### config.mk
export PLATFORM = sky130hd
export DESIGN_NAME = hmc_mode_ctrl
export DESIGN_NICKNAME = d
export VERILOG_FILES = /design/src/verilog/hmc_pkg.sv /design/src/verilog/hmc_mode_ctrl.sv
export SDC_FILE = /design/constraint.sdc
export NUM_CORES = 1
export LEC_CHECK = 0
export BUFFER_PORTS_ARGS = -buffer_cell sky130_fd_sc_hd__clkbuf_2
export CORE_ASPECT_RATIO = 0.6
export CORE_MARGIN = 3
export CORE_UTILIZATION = 60
export CTS_BUF_LIST = sky130_fd_sc_hd__clkbuf_4
export DETAILED_ROUTE_END_ITERATION = 16
export PLACE_DENSITY = 0.9
export SYNTH_ARGS = -nofsm -noshare
export SYNTH_HDL_FRONTEND = slang
export SYNTH_SLANG_ARGS = --single-unit
### constraint.sdc
create_clock -name clk_i -period 5.3 [get_ports clk_i]
set_clock_uncertainty 0.05 [all_clocks]
set_input_delay 0 -clock clk_i [delete_from_list [all_inputs] [get_ports clk_i]]
set_output_delay 0 -clock clk_i [all_outputs]
set_load 0.02 [all_outputs]
### src/verilog/hmc_pkg.sv
`default_nettype none
package hmc_pkg;
  // clock and timing figures
  localparam int CLK_HZ       = 10_000_000;  // 10 MHz
  localparam int SMP_PER_MS   = 330;         // sample start to start
  localparam int SMP_LEN_US   = 5120;        // open-circuit sample
  localparam int CRIT_MS      = 600;         // shutdown grace time
  localparam int EVAL_US      = 10;          // backup check settle
  localparam int PER_CYC      = SMP_PER_MS * (CLK_HZ / 1000);
  localparam int SMP_CYC      = SMP_LEN_US * (CLK_HZ / 1000000);
  localparam int CRIT_CYC     = CRIT_MS * (CLK_HZ / 1000);
  localparam int EVAL_CYC     = EVAL_US * (CLK_HZ / 1000000);
  localparam int CNT_W        = 23;          // holds 6,000,000
  // register byte offsets
  localparam logic [7:0] ADR_CTRL = 8'h00;   // control
  localparam logic [7:0] ADR_STAT = 8'h04;   // mode and status
  localparam logic [7:0] ADR_CFG  = 8'h08;   // decoded pins
  localparam logic [7:0] ADR_THA  = 8'h0C;   // ovch / chrdy
  localparam logic [7:0] ADR_THB  = 8'h10;   // ovdis / hv
  // control fields
  localparam int         CTL_TRACK = 0;      // tracking enable
  localparam int         CTL_BKUP  = 1;      // backup use enable
  localparam logic [1:0] CTL_RST   = 2'h3;   // both on
  // synchroniser bit positions
  localparam int SY_COLD = 0;
  localparam int SY_OVCH = 1;
  localparam int SY_RDY  = 2;
  localparam int SY_OVDS = 3;
  localparam int SY_BKUP = 4;
  localparam int SY_SHI  = 5;
  localparam int SY_SLO  = 6;
  localparam int SY_LEN  = 7;
  localparam int SY_HEN  = 8;
  localparam int SY_BGND = 9;
  localparam int SY_CFG  = 10;  // three bits
  localparam int SY_SEL  = 13;  // two bits
  localparam int SY_W    = 15;
  // tracking ratios in percent
  localparam logic [7:0] RATIO_50 = 8'h32;
  localparam logic [7:0] RATIO_65 = 8'h41;
  localparam logic [7:0] RATIO_80 = 8'h50;
  localparam logic [15:0] LV_FIXED = 16'h0708;  // 1800 mV

  typedef enum logic [2:0] {
    MODE_DEEP, MODE_WAKE, MODE_NORMAL, MODE_OVERV,
    MODE_EVAL, MODE_PRIMARY, MODE_SHUT
  } hmc_mode_t;

  // {ovch, chrdy, ovdis, hv, lv} in mV; all-low gives custom
  function automatic logic [79:0] hmc_thr(input logic [2:0] cfg);
    case (cfg)
      3'h7:    hmc_thr = {16'h1018, 16'h0E56, 16'h0E10, 16'h0CE4, LV_FIXED};
      3'h6:    hmc_thr = {16'h1018, 16'h0FC8, 16'h0E10, 16'h0CE4, LV_FIXED};
      3'h5:    hmc_thr = {16'h1018, 16'h0E56, 16'h0BC2, 16'h09C4, LV_FIXED};
      3'h4:    hmc_thr = {16'h0A8C, 16'h08FC, 16'h0898, 16'h0708, 16'h04B0};
      3'h3:    hmc_thr = {16'h1194, 16'h0E56, 16'h0AF0, 16'h09C4, LV_FIXED};
      3'h2:    hmc_thr = {16'h1194, 16'h0F50, 16'h0E10, 16'h0CE4, LV_FIXED};
      3'h1:    hmc_thr = {16'h0E2E, 16'h0C1E, 16'h0AF0, 16'h09C4, LV_FIXED};
      default: hmc_thr = {64'h0, LV_FIXED};
    endcase
  endfunction : hmc_thr

  // ratio in percent; zero when impedance matching
  function automatic logic [7:0] hmc_ratio(input logic [1:0] sel);
    case (sel)
      2'h0:    hmc_ratio = RATIO_50;
      2'h1:    hmc_ratio = RATIO_65;
      2'h2:    hmc_ratio = RATIO_80;
      default: hmc_ratio = 8'h00;
    endcase
  endfunction : hmc_ratio
endpackage : hmc_pkg
`default_nettype wire

### src/verilog/hmc_mode_ctrl.sv
`default_nettype none
// What this block does
// - at overcharge, pulse boost, rails stay available
// - overvoltage: source switch open while boost idle
// - undervoltage: backup quarter above reference picks primary
// - primary: source open, backup on, until ready
// - status bit 1 high throughout primary
// - no backup: shutdown, warn bit 1, rails on
// - shutdown runs 600 ms timer, ready returns normal
// - timer expiry: deep sleep, rails off, disconnect
// - tracking runs in normal, shutdown, wake
// - every 0.33 s sample open circuit 5.12 ms
// - boost on above target, off below target
// - status bit 2 high while sampling
// - selection maps 50, 65, 80 percent, impedance
// - storage config picks one of seven sets
// - all-low config selects external custom thresholds
// - stop boost at overcharge, rails after ready
// - ground divider only during backup check
// - grounded balance pin disables cell balancing
// - ready threshold: normal mode, status bit 0
// - each rail follows its own enable input
module hmc_mode_ctrl #(
  parameter int PER_CYC  = hmc_pkg::PER_CYC,   // sample start spacing
  parameter int SMP_CYC  = hmc_pkg::SMP_CYC,   // sample length
  parameter int CRIT_CYC = hmc_pkg::CRIT_CYC   // shutdown grace
) (
  input  wire  logic        clk_i,                    // 10 MHz clock
  input  wire  logic        rst_i,                    // sync reset
  input  wire  logic        ce_i,                     // clock enable
  input  wire  logic        wb_cyc_i,                 // bus cycle
  input  wire  logic        wb_stb_i,                 // bus strobe
  input  wire  logic        wb_we_i,                  // write
  input  wire  logic [7:0]  wb_adr_i,                 // byte address
  input  wire  logic [3:0]  wb_sel_i,                 // byte lanes
  input  wire  logic [31:0] wb_dat_i,                 // write data
  output logic       [31:0] wb_dat_o,                 // read data
  output logic              wb_ack_o,                 // acknowledge
  input  wire  logic        cold_start_ok_i,          // enough input
  input  wire  logic        batt_at_ovch_i,           // at overcharge
  input  wire  logic        batt_at_chrdy_i,          // at charge-ready
  input  wire  logic        batt_below_ovdis_i,       // overdischarged
  input  wire  logic        backup_quarter_above_i,   // backup good
  input  wire  logic        src_above_target_i,       // above + hyst
  input  wire  logic        src_below_target_i,       // below - hyst
  input  wire  logic        low_rail_enable_i,        // user enable
  input  wire  logic        high_rail_enable_i,       // user enable
  input  wire  logic        balance_grounded_i,       // pin tied low
  input  wire  logic [2:0]  storage_cfg_i,            // config pins
  input  wire  logic [1:0]  tracking_ratio_select_i,  // ratio pins
  output logic       [2:0]  status_o,                 // status pins
  output logic              low_rail_enable_o,        // low rail gate
  output logic              high_rail_enable_o,       // high rail gate
  output logic              boost_enable_o,           // boost running
  output logic              input_source_switch_o,    // 1 = closed
  output logic              backup_connect_switch_o,  // 1 = closed
  output logic              storage_connect_o,        // 1 = closed
  output logic              backup_divider_ground_o,  // drive level
  output logic              backup_divider_ground_oe_o, // drive on
  output logic              target_refresh_o,         // sample done
  output logic              cell_midpoint_balance_o,  // balancer on
  output logic              impedance_match_pin_o,    // impedance mode
  output logic       [7:0]  tracking_ratio_pct_o,     // ratio percent
  output logic              custom_mode_o,            // external set
  output logic       [15:0] ovch_mv_o,                // overcharge
  output logic       [15:0] chrdy_mv_o,               // charge-ready
  output logic       [15:0] ovdis_mv_o,               // overdischarge
  output logic       [15:0] hv_mv_o,                  // high rail
  output logic       [15:0] lv_mv_o                   // low rail
);
  localparam int CW = hmc_pkg::CNT_W;
  localparam int SW = hmc_pkg::SY_W;

  typedef struct packed {
    logic [SW-1:0]     s1;        // first sync stage
    logic [SW-1:0]     s2;        // second sync stage
    hmc_pkg::hmc_mode_t mode;     // power mode
    logic [CW-1:0]     tmr;       // critical / check timer
    logic [CW-1:0]     mcnt;      // sampling counter
    logic              smp;       // sampling in progress
    logic              trk;       // hysteretic boost request
    logic [1:0]        ctrl;      // control register
    logic [2:0]        status;    // status pins
    logic              lo_en;     // low rail gate
    logic              hi_en;     // high rail gate
    logic              boost;     // boost enable
    logic              src_sw;    // source switch
    logic              bk_sw;     // backup switch
    logic              st_con;    // storage connect
    logic              div_oe;    // divider ground drive
    logic              div_lvl;   // divider level, always low
    logic              refresh;   // target refresh pulse
    logic              cell_midpoint_balance;       // balancer enable
    logic              imp;       // impedance mode
    logic [7:0]        ratio;     // ratio percent
    logic              custom;    // custom thresholds
    logic [79:0]       thr;       // threshold set
    logic              ack;       // bus ack
    logic [31:0]       dat;       // bus read data
  } hmc_state_t;

  hmc_state_t r, n;

  // synchronised inputs
  logic cold_s, ovch_s, rdy_s, ovds_s, bkup_s, shi_s, slo_s;
  logic len_s, hen_s, bgnd_s;
  logic [2:0] cfg_s;
  logic [1:0] sel_s;
  logic mppt_on, ready;

  assign cold_s = r.s2[hmc_pkg::SY_COLD];
  assign ovch_s = r.s2[hmc_pkg::SY_OVCH];
  assign rdy_s  = r.s2[hmc_pkg::SY_RDY];
  assign ovds_s = r.s2[hmc_pkg::SY_OVDS];
  assign bkup_s = r.s2[hmc_pkg::SY_BKUP];
  assign shi_s  = r.s2[hmc_pkg::SY_SHI];
  assign slo_s  = r.s2[hmc_pkg::SY_SLO];
  assign len_s  = r.s2[hmc_pkg::SY_LEN];
  assign hen_s  = r.s2[hmc_pkg::SY_HEN];
  assign bgnd_s = r.s2[hmc_pkg::SY_BGND];
  assign cfg_s  = r.s2[hmc_pkg::SY_CFG +: 3];
  assign sel_s  = r.s2[hmc_pkg::SY_SEL +: 2];

  // next-state logic for the whole block
  always_comb
  begin
    n = r;
    // two-stage synchroniser of pins and comparators
    n.s1 = {tracking_ratio_select_i, storage_cfg_i, balance_grounded_i,
            high_rail_enable_i, low_rail_enable_i, src_below_target_i,
            src_above_target_i, backup_quarter_above_i, batt_below_ovdis_i,
            batt_at_chrdy_i, batt_at_ovch_i, cold_start_ok_i};
    n.s2 = r.s1;
    n.tmr = r.tmr + CW'(1);
    // mode sequencing
    case (r.mode)
      hmc_pkg::MODE_DEEP:
      begin
        n.tmr = '0;
        if (cold_s)
          n.mode = hmc_pkg::MODE_WAKE;
      end
      hmc_pkg::MODE_WAKE:
      begin
        if (rdy_s)
          n.mode = hmc_pkg::MODE_NORMAL;
      end
      hmc_pkg::MODE_NORMAL, hmc_pkg::MODE_OVERV:
      begin
        n.tmr = '0;
        if (ovds_s)
          n.mode = r.ctrl[hmc_pkg::CTL_BKUP] ? hmc_pkg::MODE_EVAL
                                             : hmc_pkg::MODE_SHUT;
        else if (ovch_s)
          n.mode = hmc_pkg::MODE_OVERV;
        else if (r.mode == hmc_pkg::MODE_OVERV && !rdy_s)
          n.mode = hmc_pkg::MODE_NORMAL;
      end
      hmc_pkg::MODE_EVAL:
      begin
        // divider grounded, then the comparator is read
        if (r.tmr == CW'(hmc_pkg::EVAL_CYC - 1))
        begin
          n.tmr  = '0;
          n.mode = bkup_s ? hmc_pkg::MODE_PRIMARY
                          : hmc_pkg::MODE_SHUT;
        end
      end
      hmc_pkg::MODE_PRIMARY:
      begin
        n.tmr = '0;
        if (rdy_s)
          n.mode = hmc_pkg::MODE_NORMAL;
      end
      hmc_pkg::MODE_SHUT:
      begin
        if (rdy_s)
          n.mode = hmc_pkg::MODE_NORMAL;
        else if (r.tmr == CW'(CRIT_CYC - 1))
          n.mode = hmc_pkg::MODE_DEEP;
      end
      default:
        n.mode = hmc_pkg::MODE_DEEP;
    endcase
    if (n.mode != r.mode)
      n.tmr = '0;

    // open-circuit sampling timer
    mppt_on = r.ctrl[hmc_pkg::CTL_TRACK] &&
              (n.mode == hmc_pkg::MODE_NORMAL || n.mode == hmc_pkg::MODE_SHUT ||
               n.mode == hmc_pkg::MODE_WAKE);
    n.refresh = 1'b0;
    n.mcnt    = r.mcnt + CW'(1);
    if (!mppt_on)
    begin
      n.smp  = 1'b0;
      n.mcnt = '0;
    end
    else if (r.smp && r.mcnt == CW'(SMP_CYC - 1))
    begin
      n.smp     = 1'b0;
      n.mcnt    = '0;
      n.refresh = 1'b1;
    end
    else if (!r.smp && r.mcnt == CW'(PER_CYC - SMP_CYC - 1))
    begin
      n.smp  = 1'b1;
      n.mcnt = '0;
    end

    // hysteretic boost request outside sampling
    if (n.smp)
      n.trk = 1'b0;
    else if (shi_s)
      n.trk = 1'b1;
    else if (slo_s)
      n.trk = 1'b0;

    // switch and boost control per mode
    n.bk_sw  = (n.mode == hmc_pkg::MODE_PRIMARY);
    n.st_con = (n.mode != hmc_pkg::MODE_DEEP);
    n.div_oe = (n.mode == hmc_pkg::MODE_EVAL);
    n.div_lvl = 1'b0;
    case (n.mode)
      hmc_pkg::MODE_DEEP:
      begin
        n.boost  = 1'b0;
        n.src_sw = 1'b1;
      end
      hmc_pkg::MODE_OVERV:
      begin
        n.boost  = !ovch_s;
        n.src_sw = n.boost;
      end
      hmc_pkg::MODE_PRIMARY:
      begin
        n.boost  = !ovch_s;
        n.src_sw = 1'b0;
      end
      hmc_pkg::MODE_EVAL:
      begin
        n.boost  = 1'b0;
        n.src_sw = 1'b1;
      end
      default:
      begin
        n.boost  = (mppt_on ? n.trk : 1'b1) && !ovch_s;
        n.src_sw = !n.smp;
      end
    endcase

    // status pins and rail gating
    ready = (n.mode == hmc_pkg::MODE_NORMAL || n.mode == hmc_pkg::MODE_OVERV ||
             n.mode == hmc_pkg::MODE_PRIMARY || n.mode == hmc_pkg::MODE_SHUT);
    n.status[0] = ready;
    n.status[1] = (n.mode == hmc_pkg::MODE_PRIMARY) ||
                  (n.mode == hmc_pkg::MODE_SHUT);
    n.status[2] = n.smp;
    n.lo_en = ready && len_s;
    n.hi_en = ready && hen_s;

    // configuration decode
    n.cell_midpoint_balance    = !bgnd_s;
    n.thr    = hmc_pkg::hmc_thr(cfg_s);
    n.custom = (cfg_s == 3'h0);
    n.ratio  = hmc_pkg::hmc_ratio(sel_s);
    n.imp    = (sel_s == 2'h3);

    // classic wishbone slave, one wait state
    n.ack = 1'b0;
    n.dat = 32'h0000_0000;
    if (wb_cyc_i && wb_stb_i && !r.ack)
    begin
      n.ack = 1'b1;
      if (wb_we_i && wb_adr_i == hmc_pkg::ADR_CTRL && wb_sel_i[0])
        n.ctrl = wb_dat_i[1:0];
      case (wb_adr_i)
        hmc_pkg::ADR_CTRL: n.dat = {30'h0, r.ctrl};
        hmc_pkg::ADR_STAT: n.dat = {23'h0, r.boost, r.src_sw, r.mode,
                                    r.trk, r.status};
        hmc_pkg::ADR_CFG:  n.dat = {16'h0, r.ratio, r.cell_midpoint_balance, r.imp,
                                    r.custom, cfg_s, sel_s};
        hmc_pkg::ADR_THA:  n.dat = r.thr[79:48];
        hmc_pkg::ADR_THB:  n.dat = r.thr[47:16];
        default:           n.dat = 32'h0000_0000;
      endcase
    end
  end

  // state register, frozen while ce_i is low; rst_i still loads reset values
  always_ff @(posedge clk_i)
  begin
    if (rst_i)
    begin
      r      <= '0;
      r.mode <= hmc_pkg::MODE_DEEP;
      r.ctrl <= hmc_pkg::CTL_RST;
    end
    else if (ce_i)
      r <= n;
  end

  // outputs straight from the state register
  assign wb_dat_o                   = r.dat;
  assign wb_ack_o                   = r.ack;
  assign status_o                   = r.status;
  assign low_rail_enable_o          = r.lo_en;
  assign high_rail_enable_o         = r.hi_en;
  assign boost_enable_o             = r.boost;
  assign input_source_switch_o      = r.src_sw;
  assign backup_connect_switch_o    = r.bk_sw;
  assign storage_connect_o          = r.st_con;
  assign backup_divider_ground_o    = r.div_lvl;
  assign backup_divider_ground_oe_o = r.div_oe;
  assign target_refresh_o           = r.refresh;
  assign cell_midpoint_balance_o    = r.cell_midpoint_balance;
  assign impedance_match_pin_o      = r.imp;
  assign tracking_ratio_pct_o       = r.ratio;
  assign custom_mode_o              = r.custom;
  assign ovch_mv_o                  = r.thr[79:64];
  assign chrdy_mv_o                 = r.thr[63:48];
  assign ovdis_mv_o                 = r.thr[47:32];
  assign hv_mv_o                    = r.thr[31:16];
  assign lv_mv_o                    = r.thr[15:0];
endmodule : hmc_mode_ctrl
`default_nettype wire

==> results list <==
* Detailed-routing iteration count for the pre-antenna-repair pass: 5
* Die area: 15200 µm²
- Clock network latency to the later pin of the worst-skew pair: 0.57 ns
- The tree built by TritonCTS fans out to 154 sinks.
- Of the total power, the clock network draws 33.1%.
* Max clock buf depth: 2
- Status: finished clean
* Final-report setup violation count: 0
- Of the total power, registers draw 53.4%.
- In this run the critical register-to-register path is captured at r[173].
* Number of buffers added on ports: 126
- The setup check on the worst reg-to-reg path leaves a slack of 2.23 ns.
* Clock tree from TritonCTS: yes
* Number of H-tree levels: 4
* Power per standard cell area: 258 nW/µm²
- The library cell used most frequently in the layout, excluding fill and tap cells, is sky130_fd_sc_hd__dfxtp_1.
- Min-Delay Startpoint: wb_adr_i[1]
- From bottom edge to top edge, the die measures 96.7 µm.
- Entering global routing, the biggest net connects 76 pins.
- Adder-cell share of the synthesized area: 0.912%
- The final critical path takes up 62.5% of the cycle.
- By area the synthesized netlist is led by sky130_fd_sc_hd__dfxtp_1 37%, sky130_fd_sc_hd__buf_4 11%, sky130_fd_sc_hd__nor2_1 6.2%, sky130_fd_sc_hd__mux2i_1 6.0%, sky130_fd_sc_hd__a21oi_1 4.0%.
* Final routed DRC violation total: 0
* Routed WL per cell: 17.0 µm
- Buffers added to address setup during post-CTS repair amount to 0.
- Post-synth EDFFs: 0
- Along the worst path, the maximum fanout reaches 58.
- Max VDD drop: 0.000176 V
- Count of cells along the worst register-to-register path: 9
* Mean cell area of the mapped netlist: 8.23 µm²
* Critical Path Start Type: primary input
* Arrival time of the worst setup path: 3.72 ns
- Measured against the total synthesized area, the mux share comes to 6.91%.
- Cell at the root of the clock tree: sky130_fd_sc_hd__clkbuf_4
- Starting DRT DRC Count: 627
* Wire length of the first global-routing pass: 34000 µm
* Critical path start-end classification: in2reg
* Placer Congestion: 0.964
- After synthesis, the largest family of logic cells by area is simple AND/OR/NAND/NOR gates.
- The slowest stage of the critical path is the sky130_fd_sc_hd__dlygate4sd3_1 cell.
* Leakage power: 3.70 nW
- Ordered cell list for the critical path: dlygate4sd3_1 -> buf_4 -> inv_2 -> buf_4 -> nor3_1 -> buf_4 -> and2_1 -> nand4_1 -> nor2_1 -> dlygate4sd3_1 -> a211o_1 -> dlygate4sd3_1
- Mapped cell area: 8230 µm²
- Placeable Area: 13100 µm²
- Final hold vios: 0
- Placed wire-length estimate after detailed placement: 14200 µm
- XOR/XNOR share of the synthesized area: 1.91%
- Post-Synth Simple-Gate Area: 20.3%
- Proportion of synthesized flip-flops having asynchronous set or reset: 0%
- The critical path starts at ce_i.
* Fraction of final layout cells with drive strength greater than 1: 17.6%
* Proportion of total power due to net switching: 30.5%
* Number of standard cells after synthesis: 1001
* Commonest non-fill, non-tap cells in the layout: 154 x sky130_fd_sc_hd__dfxtp_1, 134 x sky130_fd_sc_hd__nor2_1, 124 x sky130_fd_sc_hd__clkbuf_2
- The repair_antennas step left the layout with diodes totalling 0.
* WHS: 0.0541 ns
* Number of distinct library cell variants in the gate-level netlist after synthesis: 71
- Measured along the x axis, the die boundary spans 157 µm.
- The initial utilization of the core area, before any placement, comes to 62.7%.
* Aggregate global routing overflow: 0
- Area growth, synth to finish: 8.72%
* Clock-pin slew on the worst setup and hold paths: 0.14 ns
- DR vias: 7345
- Worst Hold Class: in2reg
- TritonCTS Buffers: 17
* Combinational power share: 13.5%
- For this run, the slowest stage of the critical path takes 0.57 ns.
- Hold EP: wb_dat_o[22]
- Number of storage elements in the synthesis netlist: 154
- PostCTS Resize Cnt: 0
* Number of nets in the final layout: 1137
- The number of antenna violations at the first check in global routing was 0.
- Count of max-cap constraint violations: 0
- Fill cells in the final layout number 1004.
* Total Power Consumption: 2.31 mW
- Total global-route track usage: 27.5%
- Timing would allow up to 302 MHz.
- Summed over all layers, the routed wires come to 21200 µm.
* Vias/cell: 5.88
* Share of the synthesized area in compound gates (AO/OA/AOI/OAI): 16.1%
- Setup repair after global routing missed its margin: false
* Internal power of the cells: 1.61 mW
- Worst R2R Start: r[163]
- The number of global-route vias before repair is 6624.
- In this run the remaining antenna-violating nets after routing total 0.
- Pins Over Slew Limit: 0
- Actual slew at the worst max-slew pin: 0.985 ns
- Counting I/O delays and the setup requirement, the final critical path takes 3.31 ns.
- Among all flip-flop cells after synthesis, the most frequent one is sky130_fd_sc_hd__dfxtp_1.
* Count of pins on the block boundary: 201
- Sum of negative setup slack: 0 ns
* Required time worst endpoint: 5.70 ns
* Net Switching: 0.704 mW
* Headroom to the max-slew limit: 34.2%
- Along the worst hold path, the cell count comes to 5.
- Sort of element at the end of the critical path: flip-flop
* Portion of synthesized cell area occupied by the leading cell type: 37.4%
- Number of cell rows: 32
* Sequential element share of the synthesized area: 37.4%
* YS warnings: 0
- The synthesized design spends more area on one cell type than any other, namely sky130_fd_sc_hd__dfxtp_1.
-- cell type report --
type	instances	area, µm²	area share, %
inverters	30	113	1.26
well taps	170	213	2.38
clock inverters	14	163	1.82
clock buffers	18	135	1.51
repair buffers	192	1280	14.3
flip-flops and latches	154	3080	34.4
multi-input cells	671	3970	44.3
-- repair_timing --
action                                 CTS  global route
setup endpoints to repair                0             0
endpoints found under the hold margin   47             0
hold buffers                            58             0
-- through the flow --
step                setup slack [ns]  instances  cell area, µm²  util (%)
global route                    1.89       1249            8950      68.2
finish                          1.99       1249            8950      68.2
floorplan                       2.99       1041            8380         -
detailed placement              2.29       1159            8070      61.5
CTS                             2.10       1249            8950      68.2
global placement                2.33       1159            8070      61.5
-- cell usage after synthesis (3+ instances only) --
library cell	number
sky130_fd_sc_hd__nor3_1	12
sky130_fd_sc_hd__and4_1	3
sky130_fd_sc_hd__o211ai_1	24
sky130_fd_sc_hd__a32oi_1	3
sky130_fd_sc_hd__nor3b_1	3
sky130_fd_sc_hd__or4_1	3
sky130_fd_sc_hd__and3_1	11
sky130_fd_sc_hd__nor2b_1	8
sky130_fd_sc_hd__and3b_1	3
sky130_fd_sc_hd__buf_2	8
sky130_fd_sc_hd__nand2b_1	10
sky130_fd_sc_hd__inv_1	30
sky130_fd_sc_hd__nand2_1	82
sky130_fd_sc_hd__and2_1	5
sky130_fd_sc_hd__ha_1	6
sky130_fd_sc_hd__a21oi_1	65
sky130_fd_sc_hd__o21ai_1	11
sky130_fd_sc_hd__a22oi_1	21
sky130_fd_sc_hd__a21o_1	5
sky130_fd_sc_hd__mux2_2	5
sky130_fd_sc_hd__nor4_1	10
sky130_fd_sc_hd__xnor2_1	4
sky130_fd_sc_hd__or2_2	3
sky130_fd_sc_hd__dfxtp_1	154
sky130_fd_sc_hd__mux2i_1	49
sky130_fd_sc_hd__buf_1	10
sky130_fd_sc_hd__nand3_1	32
sky130_fd_sc_hd__clkbuf_1	37
sky130_fd_sc_hd__nand4_1	16
sky130_fd_sc_hd__xor2_1	14
sky130_fd_sc_hd__a22o_1	4
sky130_fd_sc_hd__o21ai_0	25
sky130_fd_sc_hd__buf_4	126
sky130_fd_sc_hd__buf_6	3
sky130_fd_sc_hd__a211oi_1	18
sky130_fd_sc_hd__o22ai_1	3
sky130_fd_sc_hd__nor2_1	135
-- critical path, delay by kind of cell --
family          cells  cell delay [ns]
compound gates      1             0.28
buf+inv             7             2.78
simple gates        4             0.58
-- registers in the layout, summed over array words and instances, names as in the netlist, 3 cells and up --
signal / cells
cfg_s: 3
tracking_ratio_pct_o: 4
ovdis_mv_o: 6
r: 58
n: 15
chrdy_mv_o: 10
ovch_mv_o: 7
wb_dat_o: 27
-- logic make-up after synthesis --
| logic type | Yosys count |
|---|---|
| AO/OA/AOI/OAI | 202 |
| XOR/XNOR | 18 |
| adder cells (fa/ha/maj) | 6 |
| buffers and inverters | 216 |
| flip-flops | 154 |
| multiplexers | 55 |
| other | 1 |
| AND/OR/NAND/NOR | 349 |
-- routing by layer --
metal	GRT usage [%]	part of all wire [%]
met5	0	0
met1	39.7	43
met2	40.3	44
met4	6.80	1.5
met3	7.96	11
-- power groups by stage --
| stage | registers [mW] | clock network, mW | logic [mW] |
|---|---|---|---|
| after CTS | 1.23 | 0.760 | 0.303 |
| after global routing | 1.24 | 0.817 | 0.337 |
| after floorplan | 1.24 | 0 | 0.256 |
| after detailed placement | 1.26 | 0 | 0.267 |
| after global placement | 1.26 | 0 | 0.260 |
| final | 1.23 | 0.765 | 0.312 |
-- worst max path at each step --
stage | endpoint | slack (ns) | depth (start not counted)
2_1_floorplan | r[156] | 2.99 | 11
3_3_place_gp | r[173] | 2.33 | 9
3_5_place_dp | r[173] | 2.29 | 9
4_1_cts | r[136] | 2.10 | 12
5_1_grt | r[136] | 1.89 | 12
6_report | r[136] | 1.99 | 12
Power figures use the tool's default switching activity.
